**config.mk**
```make
export PLATFORM = sky130hd
export DESIGN_NAME = dmaseq_top
export DESIGN_NICKNAME = d
export VERILOG_FILES = /design/src/shared/dmaseq_pkg.sv /design/src/hdl/dmaseq_fifo.sv /design/src/hdl/dmaseq_top.sv
export SDC_FILE = /design/constraint.sdc
export NUM_CORES = 1
export LEC_CHECK = 0
export BUFFER_PORTS_ARGS = -buffer_cell sky130_fd_sc_hd__buf_2
export CAP_MARGIN = 0
export CELL_PAD_IN_SITES_DETAIL_PLACEMENT = 1
export CELL_PAD_IN_SITES_GLOBAL_PLACEMENT = 1
export CORE_AREA = 10 10 95 114
export DETAILED_ROUTE_END_ITERATION = 12
export DIE_AREA = 0 0 105 124
export GPL_TIMING_DRIVEN = 0
export MAX_ROUTING_LAYER = met4
export PLACE_DENSITY = 0.78
export SYNTH_ARGS = -nofsm -noshare
export SYNTH_HDL_FRONTEND = slang
export SYNTH_SLANG_ARGS = --single-unit
export TNS_END_PERCENT = 1
```
**constraint.sdc**
```tcl
create_clock -name clock -period 3.51 [get_ports clock]
set_input_delay 0.702 -clock clock [delete_from_list [all_inputs] [get_ports clock]]
set_output_delay 0.702 -clock clock [all_outputs]
set_load 0.02 [all_outputs]
```
**src/shared/dmaseq_pkg.sv**
```systemverilog
// constants and types for the dma transfer sequencer
// Notes on behaviour
// - enabled request raises bus hold request
// - await grant, then acknowledge channel low
// - acknowledge is chip select; strobes move byte
// - transfer end: acknowledge high, hold request low
// - sample requests in state four, serve highest
// - higher priority preempts burst, then returns
// - hold request stays high while requests remain
// - grant removed: finish, drop hold request, idle
// - requests remain: reassert hold in fourth cycle
// - ready sampled in three; low enters wait
// - ready high advances to state four
// - four cycles per byte, no gaps
// - memory mapped cycle bits: 01 verify, 10 read, 11 illegal
package dmaseq_pkg;
  localparam int unsigned NUM_CH = 4;
  localparam int unsigned FIFO_W = 8;
  localparam int unsigned FIFO_D = 4;
  localparam logic [1:0] CYC_WRITE = 2'h0;
  localparam logic [1:0] CYC_VERIFY = 2'h1;
  localparam logic [1:0] CYC_READ = 2'h2;
  localparam logic [1:0] CYC_ILLEGAL = 2'h3;
  localparam logic [1:0] IDLE_GAP = 2'h2;
  typedef enum logic [2:0] {
    DMASEQ_IDLE = 3'h0,
    DMASEQ_WAIT_GRANT = 3'h1,
    DMASEQ_ONE = 3'h3,
    DMASEQ_TWO = 3'h2,
    DMASEQ_THREE = 3'h6,
    DMASEQ_WAITST = 3'h7,
    DMASEQ_FOUR = 3'h4,
    DMASEQ_GAP = 3'h5
  } dmaseq_state_t;
endpackage

```
**src/hdl/dmaseq_fifo.sv**
```systemverilog
// small valid/ready fifo for transfer data
`timescale 1ns/1ps
module dmaseq_fifo #(
  parameter int unsigned WIDTH = 8,
  parameter int unsigned DEPTH = 4
) (
  input wire logic clock,
  input wire logic rst_b,
  input wire logic clk_en,
  input wire logic in_valid,
  output logic in_ready,
  input wire logic [WIDTH-1:0] in_data,
  output logic out_valid,
  input wire logic out_ready,
  output logic [WIDTH-1:0] out_data
);
  localparam int unsigned AW = $clog2(DEPTH);
  logic [WIDTH-1:0] mem_r [DEPTH];
  logic [AW-1:0] wr_r;
  logic [AW-1:0] rd_r;
  logic [AW:0] cnt_r;
  logic push;
  logic pop;
  assign in_ready = cnt_r != (AW+1)'(DEPTH);
  assign out_valid = cnt_r != '0;
  assign out_data = mem_r[rd_r];
  assign push = clk_en && in_valid && in_ready;
  assign pop = clk_en && out_valid && out_ready;
  always_ff @(posedge clock) begin
    if (push) begin
      mem_r[wr_r] <= in_data;
    end
  end
  always_ff @(posedge clock or negedge rst_b) begin
    if (!rst_b) begin
      wr_r <= '0;
      rd_r <= '0;
      cnt_r <= '0;
    end else begin
      if (push) begin
        wr_r <= AW'((wr_r + 1'b1) % DEPTH);
      end
      if (pop) begin
        rd_r <= AW'((rd_r + 1'b1) % DEPTH);
      end
      cnt_r <= cnt_r + (AW+1)'(push) - (AW+1)'(pop);
    end
  end
endmodule

```
**src/hdl/dmaseq_top.sv**
```systemverilog
// four channel dma transfer sequencer
`timescale 1ns/1ps
module dmaseq_top (
  input wire logic clock,
  input wire logic rst_b,
  input wire logic clk_en,
  input wire logic [3:0] transfer_request,
  input wire logic [3:0] chan_enable,
  input wire logic bus_hold_grant,
  input wire logic ready,
  input wire logic mem_mapped,
  input wire logic [1:0] cycle_bits,
  input wire logic [7:0] io_data,
  input wire logic mem_ready,
  output logic bus_hold_request,
  output logic [3:0] transfer_acknowledge_n,
  output logic mem_rd_n,
  output logic mem_wr_n,
  output logic io_rd_n,
  output logic io_wr_n,
  output logic illegal_cycle,
  output logic data_stall,
  output logic [1:0] active_chan,
  output logic [7:0] mem_data,
  output logic mem_data_valid
);
  dmaseq_pkg::dmaseq_state_t state_r;
  logic [3:0] req_s1_r;
  logic [3:0] req_s2_r;
  logic grant_s1_r;
  logic grant_s2_r;
  logic ready_s1_r;
  logic ready_s2_r;
  logic [3:0] live_req;
  logic [1:0] chan_r;
  logic [1:0] gap_r;
  logic fifo_in_ready;
  logic fifo_out_valid;
  logic [7:0] fifo_out_data;
  logic is_read;
  logic is_verify;
  logic is_illegal;

  // fixed priority picker, lowest index wins
  function automatic logic [1:0] pick(input logic [3:0] req);
    logic [1:0] w;
    w = 2'h0;
    for (int i = 3; i >= 0; i--) begin
      if (req[i]) begin
        w = 2'(i);
      end
    end
    return w;
  endfunction

  // request, grant and ready pins cross two flops before use
  always_ff @(posedge clock or negedge rst_b) begin
    if (!rst_b) begin
      req_s1_r <= 4'h0;
      req_s2_r <= 4'h0;
      grant_s1_r <= 1'b0;
      grant_s2_r <= 1'b0;
      ready_s1_r <= 1'b0;
      ready_s2_r <= 1'b0;
    end else if (clk_en) begin
      req_s1_r <= transfer_request;
      req_s2_r <= req_s1_r;
      grant_s1_r <= bus_hold_grant;
      grant_s2_r <= grant_s1_r;
      ready_s1_r <= ready;
      ready_s2_r <= ready_s1_r;
    end
  end

  assign live_req = req_s2_r & chan_enable;
  assign is_verify = mem_mapped && cycle_bits == dmaseq_pkg::CYC_VERIFY;
  assign is_read = mem_mapped && cycle_bits == dmaseq_pkg::CYC_READ;
  assign is_illegal = mem_mapped && cycle_bits == dmaseq_pkg::CYC_ILLEGAL;

  // transfer sequencer
  always_ff @(posedge clock or negedge rst_b) begin
    if (!rst_b) begin
      state_r <= dmaseq_pkg::DMASEQ_IDLE;
      chan_r <= 2'h0;
      gap_r <= 2'h0;
    end else if (clk_en) begin
      case (state_r)
        dmaseq_pkg::DMASEQ_IDLE: begin
          if (live_req != 4'h0) begin
            state_r <= dmaseq_pkg::DMASEQ_WAIT_GRANT;
          end
        end
        dmaseq_pkg::DMASEQ_WAIT_GRANT: begin
          if (live_req == 4'h0) begin
            state_r <= dmaseq_pkg::DMASEQ_IDLE;
          end else if (grant_s2_r) begin
            chan_r <= pick(live_req);
            state_r <= dmaseq_pkg::DMASEQ_ONE;
          end
        end
        dmaseq_pkg::DMASEQ_ONE: begin
          state_r <= dmaseq_pkg::DMASEQ_TWO;
        end
        dmaseq_pkg::DMASEQ_TWO: begin
          state_r <= dmaseq_pkg::DMASEQ_THREE;
        end
        dmaseq_pkg::DMASEQ_THREE, dmaseq_pkg::DMASEQ_WAITST: begin
          // a full data fifo stalls like a low ready
          if (ready_s2_r && fifo_in_ready) begin
            state_r <= dmaseq_pkg::DMASEQ_FOUR;
          end else begin
            state_r <= dmaseq_pkg::DMASEQ_WAITST;
          end
        end
        dmaseq_pkg::DMASEQ_FOUR: begin
          if (live_req == 4'h0) begin
            state_r <= dmaseq_pkg::DMASEQ_IDLE;
          end else if (!grant_s2_r) begin
            state_r <= dmaseq_pkg::DMASEQ_GAP;
            gap_r <= dmaseq_pkg::IDLE_GAP;
          end else begin
            chan_r <= pick(live_req);
            state_r <= dmaseq_pkg::DMASEQ_ONE;
          end
        end
        dmaseq_pkg::DMASEQ_GAP: begin
          if (gap_r == 2'h1) begin
            state_r <= dmaseq_pkg::DMASEQ_IDLE;
          end
          gap_r <= gap_r - 2'h1;
        end
        default: begin
          state_r <= dmaseq_pkg::DMASEQ_IDLE;
        end
      endcase
    end
  end

  // registered pin drive, decoded from next-cycle intent
  always_ff @(posedge clock or negedge rst_b) begin
    if (!rst_b) begin
      bus_hold_request <= 1'b0;
      transfer_acknowledge_n <= 4'hf;
      io_rd_n <= 1'b1;
      io_wr_n <= 1'b1;
      mem_rd_n <= 1'b1;
      mem_wr_n <= 1'b1;
      illegal_cycle <= 1'b0;
      active_chan <= 2'h0;
    end else if (clk_en) begin
      bus_hold_request <= state_r != dmaseq_pkg::DMASEQ_IDLE &&
        state_r != dmaseq_pkg::DMASEQ_GAP &&
        !(state_r == dmaseq_pkg::DMASEQ_FOUR &&
          (live_req == 4'h0 || !grant_s2_r)) ||
        (state_r == dmaseq_pkg::DMASEQ_IDLE && live_req != 4'h0);
      transfer_acknowledge_n <= 4'hf;
      io_rd_n <= 1'b1;
      io_wr_n <= 1'b1;
      mem_rd_n <= 1'b1;
      mem_wr_n <= 1'b1;
      active_chan <= chan_r;
      illegal_cycle <= is_illegal;
      if (state_r == dmaseq_pkg::DMASEQ_ONE ||
          state_r == dmaseq_pkg::DMASEQ_TWO ||
          state_r == dmaseq_pkg::DMASEQ_THREE ||
          state_r == dmaseq_pkg::DMASEQ_WAITST) begin
        transfer_acknowledge_n[chan_r] <= 1'b0;
        // verify runs acknowledge only; illegal moves nothing
        if (!is_verify && !is_illegal) begin
          if (is_read) begin
            mem_rd_n <= 1'b0;
            io_wr_n <= 1'b0;
          end else begin
            io_rd_n <= 1'b0;
            mem_wr_n <= 1'b0;
          end
        end
      end
    end
  end

  always_ff @(posedge clock or negedge rst_b) begin
    if (!rst_b) begin
      data_stall <= 1'b0;
      mem_data <= 8'h00;
      mem_data_valid <= 1'b0;
    end else if (clk_en) begin
      data_stall <= !fifo_in_ready;
      mem_data_valid <= fifo_out_valid && mem_ready;
      mem_data <= fifo_out_data;
    end
  end

  dmaseq_fifo #(
    .WIDTH(dmaseq_pkg::FIFO_W),
    .DEPTH(dmaseq_pkg::FIFO_D)
  ) u_fifo (
    .clock(clock),
    .rst_b(rst_b),
    .clk_en(clk_en),
    .in_valid(state_r == dmaseq_pkg::DMASEQ_FOUR && !is_read &&
      !is_verify && !is_illegal),
    .in_ready(fifo_in_ready),
    .in_data(io_data),
    .out_valid(fifo_out_valid),
    .out_ready(mem_ready),
    .out_data(fifo_out_data)
  );
endmodule

```
==> impl_metrics.toml <==
[worst_hold_path]
hp-class = "register to register"

[routing]
drt_pass1_iterations = 4
drc_errors = 0
num_vias = 2041
drtIter0Drc = 50
ant_nets = 0
drt_wl_total_um = 7320
viasPerCell = 5.01
wl_per_cell_um = 18.0

[yosys]
synthTopCellsByArea = "dfrtp_1 (30%), edfxtp_1 (29%), mux2_2 (7.1%)"
synth_area_um2 = 3350
syn_avg_cell_area_um2 = 14.7
synth_top_area_cell = "dfrtp_1"
synth-edff-count = 32
ys_async_sr_fraction_pct = 59.0
synth.net_count = 261
synth_cell_types = 47
synthFlopType = "dfrtp_1"
ys_ff_latch = 78
yosysSeqAreaShare_pct = 63.3
synth_cells = 228
yosys_warnings = 0
netlist.area_leader.share_pct = 29.9

[global_route]
grt_pass1_vias = 2309
grt_pass1_wl_um = 12100
antenna_found_initial = 0
grt_util_all_layers_pct = 12.3
grt.overflow.total = 0
grt_start_max_net_pins = 47

[cells_and_area]
nets = 318
n_antenna_cell = 0
final_layout_size_suffix_gt1_share_pct = 39.0
area_delta_synth_final_pct = 16.9

[setup_path]
critical_path.startpoint_type = "register"
required_ns = 3.80
cp_max_fo = 5
cp-end-kind = "register"
critPathArrivalTime_ns = 2.52
critPathKind = "register to register"

[placement]
routabilityCongestion = 0.840
dp_hpwl_um = 5260
portBuffers = 46

[clocking]
htreeDepth = 3
path_clk_slew_ns = 0.09
cts_buffers = 9
cts_resized = 0
clk_path_buf_depth = 2
cts_hold_buffers = 0
clock_sinks = 78
cts_tree = "built"
post_cts_buffers = 0
cts_root_buf = "clkbuf_8"
worstSkewPairLatency_ns = 0.36

[sta]
slew_headroom_pct = 30.2
rsz0062_at_grt = "false"
fin_skew_ns = 0.00679
fin_crit_sh_pct = 63.5
final.setup.tns_ns = 0
holdWs_ns = 0.482
slew_viol_final = 0
setup_viol_count_final = 0
period_minus_slack_ns = 2.23
finalHoldViolations = 0
tightestPinTransition_ns = 1.05
max_freq_ghz = 0.449

[floorplanning]
die-area_um2 = 13000
initial_utilization_pct = 39.3
io_pins = 47
num_rows = 37
core-area_um2 = 8520
fp.dieH_um = 124
die_w_um = 105

[run_status]
outcome = "complete, no violations"

[job]
drv_cap = 0

[pwr]
p_per_area_nw_per_um2 = 725
vdd_drop_max_mv = 0.293
p_leak_uw = 0.00158
## through the flow
step / utilization (%) / power (uW) / setup slack, ns / cell area (um^2) / cells
after global routing: 46.0 / 3040 / 1.13 / 3920 / 407
after floorplan: - / 1950 / 1.24 / 3350 / 228
after CTS: 46.0 / 2890 / 1.26 / 3920 / 407
after detailed placement: 43.8 / 2230 / 0.895 / 3730 / 391
final: 46.0 / 2840 / 1.28 / 3920 / 407
after global placement: 43.8 / 2190 / 0.960 / 3730 / 391
## path summary, 6_finish.rpt
path	endpoint	slack (ns)	cells after the start	start
setup / recovery	u_fifo.cnt_r[2]$_DFF_PN0_	1.28	8	u_fifo.cnt_r[1]$_DFF_PN0_
hold / removal	mem_data_valid$_DFFE_PN0P_	0.48	1	mem_data_valid$_DFFE_PN0P_
setup reg to reg	u_fifo.cnt_r[2]$_DFF_PN0_	1.28	8	u_fifo.cnt_r[1]$_DFF_PN0_
hold reg to reg	mem_data_valid$_DFFE_PN0P_	0.48	1	mem_data_valid$_DFFE_PN0P_
max in group asynchronous	gap_r[0]$_DFFE_PN0P_	2.35	1	rst_b
min in group asynchronous	state_r[2]$_DFFE_PN0P_	0.53	1	rst_b
## cell families (layout without fill, tap and decap cells)
group	after synthesis	in the layout	share of synthesized area [%]
flip-flops	78	78	63.3
AO/OA/AOI/OAI	42	42	8.63
AND/OR/NAND/NOR	37	37	6.39
multiplexers	32	32	13.5
buffers and inverters	25	87	3.44
adder cells (fa/ha/maj)	8	8	3.21
XOR/XNOR	6	6	1.57
## per-layer routing
metal	wire length (um)	up-vias	global-route usage, %
met2	3910	47	22.1
met4	106	0	4.64
met1	3000	1035	12.9
met3	297	13	3.20
li1	-	946	-
met5	0	-	-
## state kept, by name, indices dropped and copies added (netlist names)
name,count
u_fifo.mem_r,32
ready_s1_r,1
u_fifo.wr_r,2
mem_data_valid,1
req_s1_r,4
mem_data,8
io_rd_n,1
grant_s2_r,1
ready_s2_r,1
bus_hold_request,1
active_chan,2
state_r,3
u_fifo.cnt_r,3
chan_r,2
illegal_cycle,1
gap_r,2
grant_s1_r,1
io_wr_n,1
transfer_acknowledge_n,4
data_stall,1
req_s2_r,4
u_fifo.rd_r,2
## area by class of cell
class / count / area [um^2]
Tap cell: 117 / 146
Multi-Input combinational cell: 125 / 1120
Buffer: 12 / 66.3
Timing Repair Buffer: 46 / 230
Sequential cell: 78 / 2120
Clock buffer: 9 / 124
Fill cell: 914 / 4600
Inverter: 13 / 48.8
Clock inverter: 7 / 65.1
## worst max-delay path, stage by stage, from the launching register on
cell,delay [ns]
dfrtp_1,0.46
o311a_2,0.45
ha_1,0.30
inv_1,0.05
ha_1,0.14
inv_1,0.06
fa_1,0.38
xnor2_1,0.18
xnor2_1,0.14
## where the power goes
part / internal (uW) / switching, uW
Combinational: 418 / 506
Sequential: 1140 / 132
Clock: 272 / 369
## placed cells by master, fill, tap and decap left out, types with 3 or more instances in the layout
cell type,count
buf_2,51
dfrtp_1,40
edfxtp_1,32
mux2_2,21
inv_1,13
a21oi_1,12
nand2_1,10
clkbuf_8,9
nor2_1,8
mux4_2,8
o21ai_0,7
ha_1,7
dfstp_2,6
xnor2_1,5
and2_1,4
o22a_1,4
nand2b_1,3
nand3_1,3
nand4_1,3
clkinv_4,3
## synthesized netlist by cell type (3+ instances only)
library cell and instances:
nor2_1 8, xnor2_1 5, nand2_1 10, nand4_1 3
and2_1 4, ha_1 7, a21oi_1 12, mux4_2 8
edfxtp_1 32, nand2b_1 3, o22a_1 4, buf_2 5
o21ai_0 7, dfstp_2 6, dfrtp_1 40, mux2_2 21
nand3_1 3, inv_1 13
Power figures use the tool's default switching activity.
